<file path="src/pkg/safety_pkg.sv">
// constants, types and timing for the safety switch output logic
// Overview of operation
// - no actuator: both safety outputs low
// - actuator present: each output follows its input
// - no link: status output shows actuator presence
// - mapping only when ready; green indicator
// - one input falls: unequal state, blink
// - same input returns high: partial lock
// - rise honoured only after both low
// - link enabled only when module detected
// - link mode: status output carries data
// - chain of up to 16 subscribers
// - link rebuilt after every power-up
// - answer reads of configuration parameters
// - report switching and chain status
// - execute action requests, return actuator name
// - link never alters safety outputs
package safety_pkg;
  localparam int unsigned CLK_HZ        = 50_000_000;
  localparam int unsigned FAST_BLINK_MS = 100;
  localparam int unsigned SLOW_BLINK_MS = 500;
  localparam int unsigned STARTUP_MS    = 10;
  localparam int unsigned DETECT_US     = 100;
  localparam int unsigned LINK_BAUD     = 19200;

  localparam int unsigned FAST_HALF_CYCLES = CLK_HZ / 1000 * FAST_BLINK_MS / 2;
  localparam int unsigned SLOW_HALF_CYCLES = CLK_HZ / 1000 * SLOW_BLINK_MS / 2;
  localparam int unsigned STARTUP_CYCLES   = CLK_HZ / 1000 * STARTUP_MS;
  localparam int unsigned DETECT_CYCLES    = CLK_HZ / 1_000_000 * DETECT_US;
  localparam int unsigned BIT_CYCLES       = CLK_HZ / LINK_BAUD;

  localparam int unsigned MAX_NODES = 16;
  localparam int unsigned NODE_W    = $clog2(MAX_NODES);
  localparam int unsigned DATA_W    = 8;
  localparam int unsigned MEM_WORDS = 4;
  localparam int unsigned ADDR_W    = 2;
  localparam int unsigned FRAME_W   = 10;

  localparam logic [1:0] OP_READ_PARAM  = 2'h0;
  localparam logic [1:0] OP_READ_STATUS = 2'h1;
  localparam logic [1:0] OP_ACTION_NAME = 2'h2;

  localparam logic [ADDR_W-1:0] PAR_SERIAL_LO = 2'h0;
  localparam logic [ADDR_W-1:0] PAR_SERIAL_HI = 2'h1;
  localparam logic [ADDR_W-1:0] PAR_TEACH     = 2'h2;
  localparam logic [ADDR_W-1:0] PAR_NAME      = 2'h3;

  localparam int unsigned CMD_OP_HI   = 7;
  localparam int unsigned CMD_OP_LO   = 6;
  localparam int unsigned CMD_NODE_HI = 5;
  localparam int unsigned CMD_NODE_LO = 2;
  localparam int unsigned BIT_LAST    = 9;

  typedef enum logic [2:0] {
    PL_NORMAL  = 3'b001,
    PL_UNEQUAL = 3'b010,
    PL_LOCK    = 3'b100
  } plaus_state_type;
endpackage

</file>
<file path="src/pkg/diag_if.sv">
// carrier between link control and parameter memory
`timescale 1ns/10ps
interface diag_if #(
  parameter int unsigned AW = 2,
  parameter int unsigned DW = 8
);
  logic [AW-1:0] addr;
  logic          wr_en;
  logic [DW-1:0] wr_data;
  logic [DW-1:0] rd_data;

  modport ctrl (output addr, output wr_en, output wr_data, input rd_data);
  modport mem  (input addr, input wr_en, input wr_data, output rd_data);
endinterface

</file>
<file path="src/core/diag_mem.sv">
// small parameter memory with registered read data
`timescale 1ns/10ps
module diag_mem #(
  parameter int unsigned WORDS = 4
) (
  input wire logic sys_clk,
  input wire logic rst,
  diag_if.mem      bus
);
  logic [$bits(bus.wr_data)-1:0] mem_q [WORDS];
  logic [$bits(bus.wr_data)-1:0] rd_q;

  always_ff @(posedge sys_clk) begin
    if (bus.wr_en) begin
      mem_q[bus.addr] <= bus.wr_data;
    end
  end

  always_ff @(posedge sys_clk) begin
    if (rst) begin
      rd_q <= '0;
    end else begin
      rd_q <= mem_q[bus.addr];
    end
  end

  assign bus.rd_data = rd_q;
endmodule

</file>
<file path="src/core/safety_switch_output_logic.sv">
// output, plausibility, indicator and diagnostic link logic of the safety switch
`timescale 1ns/10ps
module safety_switch_output_logic #(
  parameter int unsigned FAST_HALF = safety_pkg::FAST_HALF_CYCLES,
  parameter int unsigned SLOW_HALF = safety_pkg::SLOW_HALF_CYCLES,
  parameter int unsigned STARTUP   = safety_pkg::STARTUP_CYCLES,
  parameter int unsigned DETECT    = safety_pkg::DETECT_CYCLES,
  parameter int unsigned BIT_LEN   = safety_pkg::BIT_CYCLES
) (
  input  wire logic                         sys_clk,
  input  wire logic                         rst,
  input  wire logic                         actuator_present,
  input  wire logic                         safety_in_ch1,
  input  wire logic                         safety_in_ch2,
  input  wire logic                         diag_in,
  input  wire logic [safety_pkg::NODE_W-1:0] node_id,
  input  wire logic [15:0]                  serial_number,
  input  wire logic [7:0]                   teach_remaining,
  input  wire logic [7:0]                   actuator_name,
  output logic                              safety_out_ch1,
  output logic                              safety_out_ch2,
  output logic                              status_diag_out,
  output logic                              device_indicator_green,
  output logic                              device_indicator_red,
  output logic                              input_indicator_yellow
);
  localparam int unsigned BW = $clog2(SLOW_HALF + STARTUP + DETECT + BIT_LEN + 2);
  localparam int unsigned DW = safety_pkg::DATA_W;

  function automatic logic [BW-1:0] cnt(input int unsigned v);
    return BW'(v);
  endfunction

  // input synchronisers
  logic [3:0] meta_q;
  logic [3:0] sync_q;
  always_ff @(posedge sys_clk) begin
    if (rst) begin
      meta_q <= 4'h0;
      sync_q <= 4'h0;
    end else begin
      meta_q <= {actuator_present, safety_in_ch1, safety_in_ch2, diag_in};
      sync_q <= meta_q;
    end
  end
  wire present = sync_q[3];
  wire in1     = sync_q[2];
  wire in2     = sync_q[1];
  wire dline   = sync_q[0];

  // ready for operation after start-up delay
  logic [BW-1:0] st_cnt_q;
  logic          ready_q;
  always_ff @(posedge sys_clk) begin
    if (rst) begin
      st_cnt_q <= '0;
      ready_q  <= 1'b0;
    end else if (!ready_q) begin
      st_cnt_q <= st_cnt_q + cnt(1);
      ready_q  <= (st_cnt_q == cnt(STARTUP - 1));
    end
  end

  // plausibility monitoring
  safety_pkg::plaus_state_type pl_q;
  safety_pkg::plaus_state_type pl_d;
  logic in1_q;
  logic in2_q;
  logic which_q;
  logic which_d;
  wire fall1    = in1_q & ~in1;
  wire fall2    = in2_q & ~in2;
  wire rise1    = ~in1_q & in1;
  wire rise2    = ~in2_q & in2;
  wire both_low = ~in1 & ~in2;
  wire back_up  = which_q ? (rise2 & in1 & in1_q) : (rise1 & in2 & in2_q);

  always_comb begin
    pl_d    = pl_q;
    which_d = which_q;
    unique case (pl_q)
      safety_pkg::PL_NORMAL: begin
        if (fall1 && in2 && in2_q) begin
          pl_d    = safety_pkg::PL_UNEQUAL;
          which_d = 1'b0;
        end else if (fall2 && in1 && in1_q) begin
          pl_d    = safety_pkg::PL_UNEQUAL;
          which_d = 1'b1;
        end
      end
      safety_pkg::PL_UNEQUAL: begin
        if (both_low) begin
          pl_d = safety_pkg::PL_NORMAL;
        end else if (back_up) begin
          pl_d = safety_pkg::PL_LOCK;
        end
      end
      safety_pkg::PL_LOCK: begin
        if (both_low) begin
          pl_d = safety_pkg::PL_NORMAL;
        end
      end
      default: pl_d = safety_pkg::PL_LOCK;
    endcase
  end

  always_ff @(posedge sys_clk) begin
    if (rst) begin
      pl_q    <= safety_pkg::PL_NORMAL;
      which_q <= 1'b0;
      in1_q   <= 1'b0;
      in2_q   <= 1'b0;
    end else begin
      pl_q    <= pl_d;
      which_q <= which_d;
      in1_q   <= in1;
      in2_q   <= in2;
    end
  end
  wire locked  = (pl_q == safety_pkg::PL_LOCK);
  wire unequal = (pl_q == safety_pkg::PL_UNEQUAL);

  // safety outputs, independent of the link
  // no output pulse in the cycle that enters the lock
  wire to_lock = unequal & back_up;
  wire pass  = present & ready_q & ~locked & ~to_lock;
  wire out1_d = pass & in1;
  wire out2_d = pass & in2;

  // blink dividers
  logic [BW-1:0] fast_cnt_q;
  logic [BW-1:0] slow_cnt_q;
  logic          fast_tog_q;
  logic          slow_tog_q;
  wire fast_en = (fast_cnt_q == cnt(FAST_HALF - 1));
  wire slow_en = (slow_cnt_q == cnt(SLOW_HALF - 1));
  always_ff @(posedge sys_clk) begin
    if (rst) begin
      fast_cnt_q <= '0;
      slow_cnt_q <= '0;
      fast_tog_q <= 1'b0;
      slow_tog_q <= 1'b0;
    end else begin
      fast_cnt_q <= fast_en ? '0 : fast_cnt_q + cnt(1);
      slow_cnt_q <= slow_en ? '0 : slow_cnt_q + cnt(1);
      fast_tog_q <= fast_tog_q ^ fast_en;
      slow_tog_q <= slow_tog_q ^ slow_en;
    end
  end
  wire fault    = unequal | locked;
  wire green_d  = ready_q & ~fault;
  wire red_d    = ready_q & fault & slow_tog_q;
  wire yellow_d = unequal ? fast_tog_q : (locked ? slow_tog_q : (in1 & in2));

  // module detection, re-done after each reset
  logic [BW-1:0] det_cnt_q;
  logic          link_on_q;
  always_ff @(posedge sys_clk) begin
    if (rst) begin
      det_cnt_q <= '0;
      link_on_q <= 1'b0;
    end else if (!link_on_q) begin
      det_cnt_q <= dline ? det_cnt_q + cnt(1) : '0;
      link_on_q <= dline && (det_cnt_q == cnt(DETECT - 1));
    end
  end

  // link receiver, 8N1
  logic          dline_q;
  logic          rx_busy_q;
  logic [BW-1:0] rx_cnt_q;
  logic [3:0]    rx_idx_q;
  logic [DW-1:0] rx_sh_q;
  logic          rx_done_q;
  wire rx_tick = rx_busy_q && (rx_cnt_q == '0);
  always_ff @(posedge sys_clk) begin
    if (rst) begin
      dline_q   <= 1'b1;
      rx_busy_q <= 1'b0;
      rx_cnt_q  <= '0;
      rx_idx_q  <= 4'h0;
      rx_sh_q   <= '0;
      rx_done_q <= 1'b0;
    end else begin
      dline_q   <= dline;
      rx_done_q <= 1'b0;
      if (!rx_busy_q) begin
        if (link_on_q && dline_q && !dline) begin
          rx_busy_q <= 1'b1;
          rx_cnt_q  <= cnt(BIT_LEN / 2);
          rx_idx_q  <= 4'h0;
        end
      end else if (rx_tick) begin
        rx_cnt_q <= cnt(BIT_LEN - 1);
        rx_idx_q <= rx_idx_q + 4'h1;
        if (rx_idx_q == 4'h0 && dline) begin
          rx_busy_q <= 1'b0;
        end else if (rx_idx_q == 4'(safety_pkg::BIT_LAST)) begin
          rx_busy_q <= 1'b0;
          rx_done_q <= dline;
        end else if (rx_idx_q != 4'h0) begin
          rx_sh_q <= {dline, rx_sh_q[DW-1:1]};
        end
      end else begin
        rx_cnt_q <= rx_cnt_q - cnt(1);
      end
    end
  end

  // command decode and parameter memory
  diag_if #(.AW(safety_pkg::ADDR_W), .DW(DW)) mem_bus ();
  logic [2:0]                    init_q;
  logic                          pend_q;
  logic [safety_pkg::ADDR_W-1:0] cmd_addr_q;
  logic                          tx_busy_q;
  wire [1:0] op       = rx_sh_q[safety_pkg::CMD_OP_HI:safety_pkg::CMD_OP_LO];
  wire       for_me   = rx_done_q && !tx_busy_q && !pend_q
                        && rx_sh_q[safety_pkg::CMD_NODE_HI:safety_pkg::CMD_NODE_LO] == node_id;
  wire       do_param = for_me && (op == safety_pkg::OP_READ_PARAM);
  wire       do_stat  = for_me && (op == safety_pkg::OP_READ_STATUS);
  wire       do_act   = for_me && (op == safety_pkg::OP_ACTION_NAME);
  wire       init_on  = ~init_q[2];
  wire [safety_pkg::ADDR_W-1:0] init_addr = init_q[safety_pkg::ADDR_W-1:0];
  wire [DW-1:0] init_word = (init_addr == safety_pkg::PAR_SERIAL_LO) ? serial_number[7:0] :
                            (init_addr == safety_pkg::PAR_SERIAL_HI) ? serial_number[15:8] :
                            (init_addr == safety_pkg::PAR_TEACH)     ? teach_remaining :
                                                                       actuator_name;
  // status byte reports switching and chain continuity
  wire [DW-1:0] status_byte = {present, in1, in2, out1_d, out2_d, locked, unequal, ready_q};

  assign mem_bus.addr    = init_on ? init_addr :
                           (do_act ? safety_pkg::PAR_NAME :
                           (do_param ? rx_sh_q[safety_pkg::ADDR_W-1:0] : cmd_addr_q));
  assign mem_bus.wr_en   = init_on | do_act;
  assign mem_bus.wr_data = init_on ? init_word : actuator_name;

  always_ff @(posedge sys_clk) begin
    if (rst) begin
      init_q     <= 3'h0;
      pend_q     <= 1'b0;
      cmd_addr_q <= '0;
    end else begin
      if (init_on) begin
        init_q <= init_q + 3'h1;
      end
      pend_q <= do_param;
      if (do_param) begin
        cmd_addr_q <= rx_sh_q[safety_pkg::ADDR_W-1:0];
      end
    end
  end

  diag_mem #(.WORDS(safety_pkg::MEM_WORDS)) u_mem (
    .sys_clk (sys_clk),
    .rst     (rst),
    .bus     (mem_bus)
  );

  // link transmitter
  logic [safety_pkg::FRAME_W-1:0] tx_sh_q;
  logic [BW-1:0]                  tx_cnt_q;
  logic [3:0]                     tx_left_q;
  wire          tx_load = pend_q | do_stat | do_act;
  wire [DW-1:0] tx_byte = pend_q ? mem_bus.rd_data : (do_act ? actuator_name : status_byte);
  always_ff @(posedge sys_clk) begin
    if (rst) begin
      tx_busy_q <= 1'b0;
      tx_sh_q   <= '1;
      tx_cnt_q  <= '0;
      tx_left_q <= 4'h0;
    end else if (!tx_busy_q) begin
      if (tx_load) begin
        tx_busy_q <= 1'b1;
        tx_sh_q   <= {1'b1, tx_byte, 1'b0};
        tx_cnt_q  <= cnt(BIT_LEN - 1);
        tx_left_q <= 4'(safety_pkg::BIT_LAST);
      end
    end else if (tx_cnt_q == '0) begin
      tx_cnt_q <= cnt(BIT_LEN - 1);
      tx_sh_q  <= {1'b1, tx_sh_q[safety_pkg::FRAME_W-1:1]};
      if (tx_left_q == 4'h0) begin
        tx_busy_q <= 1'b0;
      end else begin
        tx_left_q <= tx_left_q - 4'h1;
      end
    end else begin
      tx_cnt_q <= tx_cnt_q - cnt(1);
    end
  end
  wire tx_line  = tx_busy_q ? tx_sh_q[0] : 1'b1;
  wire status_d = link_on_q ? tx_line : present;

  // registered outputs
  always_ff @(posedge sys_clk) begin
    if (rst) begin
      safety_out_ch1         <= 1'b0;
      safety_out_ch2         <= 1'b0;
      status_diag_out        <= 1'b0;
      device_indicator_green <= 1'b0;
      device_indicator_red   <= 1'b0;
      input_indicator_yellow <= 1'b0;
    end else begin
      safety_out_ch1         <= out1_d;
      safety_out_ch2         <= out2_d;
      status_diag_out        <= status_d;
      device_indicator_green <= green_d;
      device_indicator_red   <= red_d;
      input_indicator_yellow <= yellow_d;
    end
  end
endmodule

</file>
<file path="config.mk">
export PLATFORM = sky130hd
export DESIGN_NAME = safety_switch_output_logic
export DESIGN_NICKNAME = d
export VERILOG_FILES = /design/src/pkg/safety_pkg.sv /design/src/pkg/diag_if.sv /design/src/core/diag_mem.sv /design/src/core/safety_switch_output_logic.sv
export SDC_FILE = /design/constraint.sdc
export NUM_CORES = 1
export LEC_CHECK = 0
export ABC_CLOCK_PERIOD_IN_PS = 7100
export BUFFER_PORTS_ARGS = -buffer_cell sky130_fd_sc_hd__buf_2
export CAP_MARGIN = 10
export CELL_PAD_IN_SITES_DETAIL_PLACEMENT = 1
export CELL_PAD_IN_SITES_GLOBAL_PLACEMENT = 1
export CORE_MARGIN = 10
export CORE_UTILIZATION = 45
export DETAILED_ROUTE_END_ITERATION = 8
export PLACE_DENSITY_LB_ADDON = 0.08
export SLEW_MARGIN = 40
export SYNTH_ARGS = -nofsm -noshare
export SYNTH_HDL_FRONTEND = slang
export SYNTH_HIERARCHICAL = 1
export SYNTH_SLANG_ARGS = --single-unit
</file>
<file path="constraint.sdc">
create_clock -name sys_clk -period 7.1 [get_ports sys_clk]
set_input_delay 0.71 -clock sys_clk [delete_from_list [all_inputs] [get_ports sys_clk]]
set_output_delay 0.71 -clock sys_clk [all_outputs]
set_load 0.005 [all_outputs]
</file>
# After elaboration in Yosys (flattened, before gate mapping)
# Memory sizes are Yosys's and may differ from the RTL's. A register that Yosys moved wholly into a read port is not among the register bits.
# Index checks and enable logic that the tools add are counted.
dict set report word_totals {
  regBits 204
  input_bits 42
  ramBits 32
  memories 1
  output_inout_bits 6
  elab_cells 190
}
# name words word_bits rd rd_ports_with_merged_regs wr line_no
set mem_list {}
lappend mem_list {u_mem.mem_q 4 8 1 1 1 diag_mem.sv:10} ;# logic [$bits(bus.wr_data)-1:0] mem_q [WORDS];
dict set report op_classes {
  n_bitwise 37
  mux 53
  n_reduce_logical 37
  eq_ne 19
  addsub 9
}
# op count
set op_table {}
lappend op_table {{$mux W24} 7}
lappend op_table {{$add A24 B1 Y24 const B} 4}
lappend op_table {{$logic_not A24 Y1} 2}
lappend op_table {{$mux W8} 6}
lappend op_table {{$sub A24 B1 Y24 const B} 2}
lappend op_table {{$mux W10} 3}
lappend op_table {{$mux W4} 7}
lappend op_table {{$eq A24 B13 Y1 const B} 1}
lappend op_table {{$eq A24 B19 Y1 const B} 1}
lappend op_table {{$eq A24 B22 Y1 const B} 1}
lappend op_table {{$eq A24 B24 Y1 const B} 1}
lappend op_table {{$mux W1} 20}
lappend op_table {{$and A1 B1 Y1} 19}
lappend op_table {{$mux W3} 6}
lappend op_table {{$logic_and A1 B1 Y1} 15}
lappend op_table {{$not A1 Y1} 12}
lappend op_table {{$pmux W3 S3} 1}
lappend op_table {{$logic_not A4 Y1} 2}
lappend op_table {{$mux W2} 3}
lappend op_table {{$ne A3 B3 Y1 const B} 2}
lappend op_table {{$reduce_and A2 Y1} 3}
lappend op_table {{$reduce_and A3 Y1} 2}
lappend op_table {{$reduce_bool A2 Y1} 3}
lappend op_table {{$reduce_and A5 Y1} 1}
lappend op_table {{19 further kinds} 31}

# Longest topological paths before layout
# Gate-level depths: netlist of the first run.
dict set report logic_depth {
  ltp_word 13
  depth_mapped 10
  mapped_depth_nobuf 8
}

# Modules after synthesis
# The synthesis of the first run kept the hierarchy.
# mod instances cells_each seq_area_each_um2 area_each_um2
set modules_own_cells {}
lappend modules_own_cells {safety_switch_output_logic 1 1191 4063.9 9846.9}
lappend modules_own_cells {diag_mem 1 75 1121.1 1401.3}

# Least setup slack after synthesis of the first run
# No wires, ideal clock.
dict set report synth_timing {
  path_kind {in2reg}
  start {input port node_id[3] (netlist name)}
  end {memory u_mem/mem_q[0][0] (netlist name) (enable)}
  path_buffers 1
  t_arrival_ns 2.858
  setup_slack_ns 3.856
  setup_time_ns 0.385
  path_stages 8
  required_time_ns 6.715
  cell_sequence {xnor2_1 -> nand3_1 -> or2_2 -> nor3_1 -> mux2i_1 -> a31oi_1 -> buf_2 -> nor3b_1}
}
dict set report synth_between {
  elab_chain_len 6
  elab_cells_between_ends 10
  cone_classes {eq/ne (1); mux (5); bitwise (1); reduce/logical (3)}
}
# item line_no
set synth_rtl {}
lappend synth_rtl {{from (decl)} safety_switch_output_logic.sv:16} ;# input wire logic [safety_pkg::NODE_W-1:0] node_id,
lappend synth_rtl {{$eq A4 B4 Y1 (*)} safety_switch_output_logic.sv:218} ;# && rx_sh_q[safety_pkg::CMD_NODE_HI:safety_pkg::CMD_NODE_LO] == node_id;
lappend synth_rtl {{$logic_and A1 B1 Y1 (*)} safety_switch_output_logic.sv:218}
lappend synth_rtl {{$logic_and A1 B1 Y1} safety_switch_output_logic.sv:219} ;# wire do_param = for_me && (op == safety_pkg::OP_READ_PARAM);
lappend synth_rtl {{$mux W2} --}
lappend synth_rtl {{$mux W2 (*)} safety_switch_output_logic.sv:232} ;# (do_act ? safety_pkg::PAR_NAME :
lappend synth_rtl {{$mux W2 (*)} safety_switch_output_logic.sv:231} ;# assign mem_bus.addr = init_on ? init_addr :
lappend synth_rtl {{named net mem_bus.addr[0]} diag_if.sv:7} ;# logic [AW-1:0] addr;
lappend synth_rtl {{to (decl)} diag_mem.sv:10}
# The timed path passes the listed nets; every way through them passes the cells marked *.

# Worst setup path in the final report of the first run
dict set report layout_timing {
  start {register pend_q}
  end {memory u_mem/mem_q[2][3] (netlist name) (enable)}
}
dict set report layout_between {
  elab_chain_len 7
  elab_cells_between_ends 11
  cone_classes {mux (5); bitwise (1); reduce/logical (5)}
}
# item line_no
set layout_rtl {}
lappend layout_rtl {{from (decl)} safety_switch_output_logic.sv:213} ;# logic pend_q;
lappend layout_rtl {{from (signal assigned)} safety_switch_output_logic.sv:246} ;# pend_q <= do_param;
lappend layout_rtl {{$logic_not A1 Y1 (*)} safety_switch_output_logic.sv:217} ;# wire for_me = rx_done_q && !tx_busy_q && !pend_q
lappend layout_rtl {{$logic_and A1 B1 Y1 (*)} safety_switch_output_logic.sv:217}
lappend layout_rtl {{$logic_and A1 B1 Y1 (*)} safety_switch_output_logic.sv:218}
lappend layout_rtl {{$logic_and A1 B1 Y1} safety_switch_output_logic.sv:219}
lappend layout_rtl {{$mux W2} --}
lappend layout_rtl {{$mux W2 (*)} safety_switch_output_logic.sv:232}
lappend layout_rtl {{$mux W2 (*)} safety_switch_output_logic.sv:231}
lappend layout_rtl {{named net mem_bus.addr[1]} diag_if.sv:7}
# Marks and branches as above.

==> results of run 1 <==
==> layout by cell type (no fill, tap or decap), types with 17 or more instances in the layout <==
cell type,count
a21oi_1,77
and3_1,17
buf_2,46
clkbuf_16,29
dfxtp_1,211
edfxtp_1,32
inv_1,33
mux2i_1,38
nand2_1,88
nand3_1,57
nand4_1,18
nor2_1,198
nor2b_1,17
nor3_1,33
nor4_1,20
o21ai_0,56
xnor2_1,32
xor2_1,61
==> sequential cells by signal (all words and copies together), names as in the netlist, 8 cells and up <==
| signal | cells |
|---|---|
| rx_cnt_q | 24 |
| fast_cnt_q | 24 |
| st_cnt_q | 24 |
| u_mem/mem_q | 32 |
| tx_cnt_q | 24 |
| u_mem/bus.rd_data | 8 |
| tx_sh_q | 9 |
| det_cnt_q | 24 |
| rx_sh_q | 8 |
| slow_cnt_q | 24 |
==> power by group through the flow <==
| stage | clock network [W] | logic (W) | registers, W |
|---|---|---|---|
| floorplan | 0 | 0.000213 | 0.00156 |
| global placement | 0 | 0.000267 | 0.00158 |
| detailed placement | 0 | 0.000284 | 0.00158 |
| CTS | 0.00147 | 0.000288 | 0.00155 |
| global route | 0.00153 | 0.000317 | 0.00156 |
| finish | 0.00144 | 0.000284 | 0.00155 |
==> metal layers <==
metal / wire [um] / share of wire / GRT usage
met5: 0 / 0 / 0
met4: 537 / 0.020 / 0.0420
met3: 653 / 0.024 / 0.0228
met2: 12600 / 0.47 / 0.283
met1: 13100 / 0.49 / 0.226
==> layout make-up <==
type,instances,share of cell area
inverter,33,0.00981
tap,324,0.0321
multi-input combinational,929,0.453
clock buffer,34,0.0605
clock inverter,16,0.0123
timing repair buffer,52,0.0218
sequential,243,0.411
==> through the flow <==
| step | cell area [um^2] | hold WS (ns) |
|---|---|---|
| 6_report | 12600 | 0.387 |
| 5_1_grt | 12600 | 0.392 |
| 4_1_cts | 12600 | 0.372 |
| 3_5_place_dp | 11700 | 0.441 |
| 3_3_place_gp | 11700 | 0.427 |
| 2_1_floorplan | 11200 | 0.414 |
==> worst paths after layout <==
kind | start | to | slack (ns) | cells after the start
max reg2reg | pend_q | u_mem/mem_q[2][3] | 3.73 | 8
min reg2reg | meta_q[1] | sync_q[1] | 0.45 | 1
min | safety_in_ch1 | meta_q[2] | 0.39 | 2
max | pend_q | u_mem/mem_q[2][3] | 3.73 | 8
==> critical path, delay by kind of cell (launching register included) <==
| family | cells | cell delay [ns] |
|---|---|---|
| simple gates | 6 | 1.87 |
| flops | 1 | 0.49 |
| compound gates | 1 | 0.48 |
| mux | 1 | 0.16 |
==> cells by family (layout without fill, tap and decap cells) <==
group           count (synthesis)  after routing  share of synthesized area
fa+ha+maj                      16             16                     0.0178
mux                            43             43                     0.0388
buf+inv                        94            135                     0.0342
compound gates                229            229                      0.128
xor+xnor                       93             93                     0.0724
simple gates                  548            548                      0.248
flops                         243            243                      0.461
==> summary.md, run 1 <==
| Metric | Value |
|---|---|
| Remaining DRCs | 0 |
| Gr ovfl total | 0 |
| Relative slew slack | 0.463 |
| Resized cells post-CTS | 0 |
| Nets@finish | 1345 |
| Combinational power share | 0.087 |
| FF/Latch Area | 5180 um^2 |
| Non-filler cells, final | 1631 |
| Detailed Place HPWL | 18500 um |
| Distinct cells, synth | 74 |
| Most frequent cells after synthesis | 211 x dfxtp_1, 199 x nor2_1, 88 x nand2_1 |
| RSZ-0062 raised after global routing | no |
| Place WS | 3.53 ns |
| Die W | 178 um |
| Main area contributors after synthesis | dfxtp_1 38%, edfxtp_1 8.5%, nor2_1 6.6% |
| ANT cells | 0 |
| Vias per cell | 5.54 |
| Fin crit period | 3.37 ns |
| Multi-input logic area | 5720 um^2 |
| First DRT Iteration DRCs | 474 |
| Worst Path Arrival | 3.54 ns |
| Post-DR wirelength/cell | 16.5 um |
| Crit-path max FO | 18 |
| Routability cong. | 0.760 |
| Fmax | 0.297 GHz |
| Hold Buf Count CTS | 0 |
| Initial Utilization | 0.460 |
| Worst min path class | input port to register |
| Synth top area share | 0.376 |
| Final Cycle Share | 0.475 |
| Total Routed Length | 26900 um |
| Clock slew at reported path FFs | about 0.06 ns |
| Clock Tree Buf Depth | 3 |
| Vias in the first global route | just over 9000 |
| CP max-delay cell | nor2_1 |
| Power share of the clock group | 0.439 |
| Largest net degree at the start of global routing | 67 |
| Total number of vias | 9035 |
| Final worst slack | 3.73 ns |
| Setup bufs post-CTS | 0 |
| Int Power | between 0.002 and 0.0025 W |
| Switching share of total power | 0.243 |
| Syn Std Cell Area | about 11000 um^2 |
| Synthesis Warnings | 6 |
| Clock skew | 0.0122 ns |
| H-tree depth | 1 |
| Outcome | finished clean |
| CP dominant cell by count | nor2_1 |
| Sequential fraction of the synthesis area | 0.461 |
| Global-route wire length before repair | 45500 um |
| Drt pass-1 iters | 4 |
| Cell Pwr Density | 259 nW/um^2 |
| Top_reg_cell synth | dfxtp_1 |
| Power Total | approximately 0.0033 W |
| Fin Setup TNS | 0 ns |
| Post-synth net total | 1324 |
| Synthesized flop and latch total | 243 |
| NetSw | 0.000797 W |
| MaxCap Viol Count | 0 |
| Most common cell in the netlist | dfxtp_1 |
| Row cnt | 57 |
| TritonCTS clock tree | yes |
| Max-slew violations | 0 |
| Final Hold Violating Endpoints | 0 |
| VDD IR max | 0.170 mV |
| Initial antenna violation count | 0 |
| Crit Path Class | register to register |
| Reg power frac | 0.475 |
| Number of top-level pins | 48 |
| Area Growth Syn to Fin | 12.3% |
| Die H | around 180 um |
| Critical Path End Type | register |
| Layout cell share with drive strength beyond 1 | 0.100 |
| Core area | 24500 um^2 |
| Slew @ Worst Pin | 0.798 ns |
| Final Util | 0.516 |
| Fraction of registers with async set/reset | 0 |
| Cell chain of the critical path | nor2_1, nand3_1, or2_2, nor3_1, mux2i_1, a31oi_1, nand2_1, nor2_1 |
| P_leak | 4.56 nW |
| Post-synth EDFFs | 32 |
| Setup crit start kind | register |
| Final ANT Viol Nets | 0 |
| Inserted Clock Buffers | 28 |
| Clock Sinks | approximately 240 |
| Fill count | 2875 |
| Mean Syn Cell Area | 8.88 um^2 |
| Placed Cells | 1581 |
| Required @ worst endpoint | slightly above 7 ns |
| IO buf count | 47 |
| Clk_lat worst skew | 0.54 ns |
| Crit-path max cell delay | 0.54 ns |
| Gate Count Post-Synth | 1266 |
| Gr usage total | 0.169 |
| Root buffer cell | clkbuf_16 |
| # setup viols final | 0 |
| Largest area contributor in the netlist | dfxtp_1 |
| Die area | 31700 um^2 |
No activity file was read; power rests on OpenSTA's default activity.
==> run 2, diff against run 1 <==
--- a/config.mk
+++ b/config.mk
@@ -5,13 +5,13 @@
 export SDC_FILE = /design/constraint.sdc
 export NUM_CORES = 1
 export LEC_CHECK = 0
-export ABC_CLOCK_PERIOD_IN_PS = 7100
+export ABC_CLOCK_PERIOD_IN_PS = 2850
 export BUFFER_PORTS_ARGS = -buffer_cell sky130_fd_sc_hd__buf_2
 export CAP_MARGIN = 10
 export CELL_PAD_IN_SITES_DETAIL_PLACEMENT = 1
 export CELL_PAD_IN_SITES_GLOBAL_PLACEMENT = 1
 export CORE_MARGIN = 10
-export CORE_UTILIZATION = 45
+export CORE_UTILIZATION = 43
 export DETAILED_ROUTE_END_ITERATION = 8
 export PLACE_DENSITY_LB_ADDON = 0.08
 export SLEW_MARGIN = 40
==> constraint.sdc (replaced) <==
create_clock -name sys_clk -period 2.85 [get_ports sys_clk]
set_input_delay 0.285 -clock sys_clk [delete_from_list [all_inputs] [get_ports sys_clk]]
set_output_delay 0.285 -clock sys_clk [all_outputs]
set_load 0.005 [all_outputs]
==> summary.md, run 2 (same netlist as run 1, synthesis figures left out) <==
| Metric | Value |
|---|---|
| Row cnt | 59 |
| Initial Utilization | 0.434 |
| Gr ovfl total | 0 |
| Relative slew slack | 0.534 |
| Global-route wire length before repair | 46100 um |
| TritonCTS clock tree | yes |
| Initial antenna violation count | 0 |
| Worst min path class | input port to register |
| Cell family with most CP delay | simple AND/OR/NAND/NOR gates |
| Clock slew at reported path FFs | 0.06 ns |
| Number of top-level pins | 48 |
| Most frequent cells in the layout | 211 x dfxtp_1, 198 x nor2_1, 88 x nand2_1, 77 x a21oi_1, 61 x xor2_1 |
| Clk_lat worst skew | between 0.5 and 0.6 ns |
| Cell chain of the critical path | nor2_1, nand3_1, or2_2, nor3_1, mux2i_1, a31oi_2, and3_1 |
| Biggest register | u_mem/mem_q |
| CP max-delay cell | and3_1 |
| Layout cell share with drive strength beyond 1 | 0.113 |
| Cell Pwr Density | between 600 and 700 nW/um^2 |
| MaxCap Viol Count | 0 |
| Inserted Clock Buffers | 28 |
| Clock skew | 0.0180 ns |
| Final Cycle Share | 0.910 |
| Required @ worst endpoint | ~3 ns |
| Area Growth Syn to Fin | 14.1% |
| Slew @ Worst Pin | 0.692 ns |
| Clock Sinks | 243 |
| Setup crit start kind | register |
| P_leak | between 4 and 5 nW |
| Die W | ~180 um |
| Detailed Place HPWL | 18800 um |
| Commonest non-fill, non-tap cell in the layout | dfxtp_1 |
| Nets@finish | 1370 |
| Crit-path max FO | 8 |
| Final Hold Violating Endpoints | 0 |
| Setup bufs post-CTS | 0 |
| Crit Path Class | register to register |
| Die H | approximately 180 um |
| Clock Tree Buf Depth | 3 |
| Gr usage total | 0.162 |
| Post-DR wirelength/cell | between 15 and 20 um |
| First DRT Iteration DRCs | roughly 420 |
| Remaining DRCs | 0 |
| Routability cong. | 0.829 |
| Die area | 33000 um^2 |
| Vias in the first global route | 9221 |
| Final Util | 0.495 |
| Fin Setup TNS | 0 ns |
| Vias per cell | about 5.4 |
| IO buf count | 47 |
| Final ANT Viol Nets | 0 |
| Fin crit period | 2.59 ns |
| Buffers & Inverters on Critical Path | 0 |
| Largest register FFs | 32 |
| Core area | 25900 um^2 |
| RSZ-0062 raised after global routing | no |
| Root buffer cell | clkbuf_16 |
| Drt pass-1 iters | 4 |
| Largest net degree at the start of global routing | 117 |
| VDD IR max | a little over 0.5 mV |
| # setup viols final | 0 |
| Max-slew violations | 0 |
| Critical Path End Type | register |
| Crit-path max cell delay | 0.43 ns |
| Fmax | 0.386 GHz |
| ANT cells | 0 |
| Outcome | finished clean |
| Total Routed Length | about 27000 um |
| Worst Path Arrival | 2.80 ns |
| H-tree depth | 1 |
| Total number of vias | 9066 |
-- run 2: path summary, 6_finish.rpt --
kind	start	end	slack, ns	cells past startpoint
setup reg to reg	tx_busy_q	u_mem/mem_q[3][6]	0.26	7
hold reg to reg	meta_q[2]	sync_q[2]	0.44	1
hold / removal	rst	rx_cnt_q[1]	0.05	2
setup / recovery	tx_busy_q	u_mem/mem_q[3][6]	0.26	7
-- run 2: cell type report --
type                       instances  area (um^2)
fill                            3033        13100
clock inverter                    12          118
sequential                       243         5180
inverter                          33          124
multi-input combinational        929         5710
tap                              335          419
timing repair buffer              77          502
clock buffer                      39          772
-- run 2: report_power, final --
part	total (W)	switching, W	internal, W
logic	0.000750	0.000461	0.000289
registers	0.00388	0.000119	0.00376
clock network	0.00344	0.00138	0.00206
-- run 2: metrics by stage --
step / cell area, um^2 / setup WS [ns] / power [W] / std cells / hold WS, ns
detailed placement: 11900 / 0.117 / 0.00469 / 1613 / 0.433
floorplan: 11300 / 0.120 / 0.00442 / 1266 / 0.413
global placement: 11900 / 0.206 / 0.00466 / 1613 / 0.432
CTS: 12800 / 0.0908 / 0.00820 / 1668 / 0.0172
finish: 12800 / 0.258 / 0.00807 / 1668 / 0.0477
global route: 12800 / 0.0427 / 0.00845 / 1668 / 0.0351
-- run 2: layer usage --
metal / wire length (um) / track usage
met5: 0 / 0
met4: 573 / 0.0426
met3: 789 / 0.0258
met2: 13100 / 0.276
met1: 12700 / 0.207
-- run 2: repair_timing --
item                                   CTS  global route
endpoints found under the hold margin    4             0
setup endpoints to repair                0            17
hold buffers                             4             0
resized for setup                        0             3
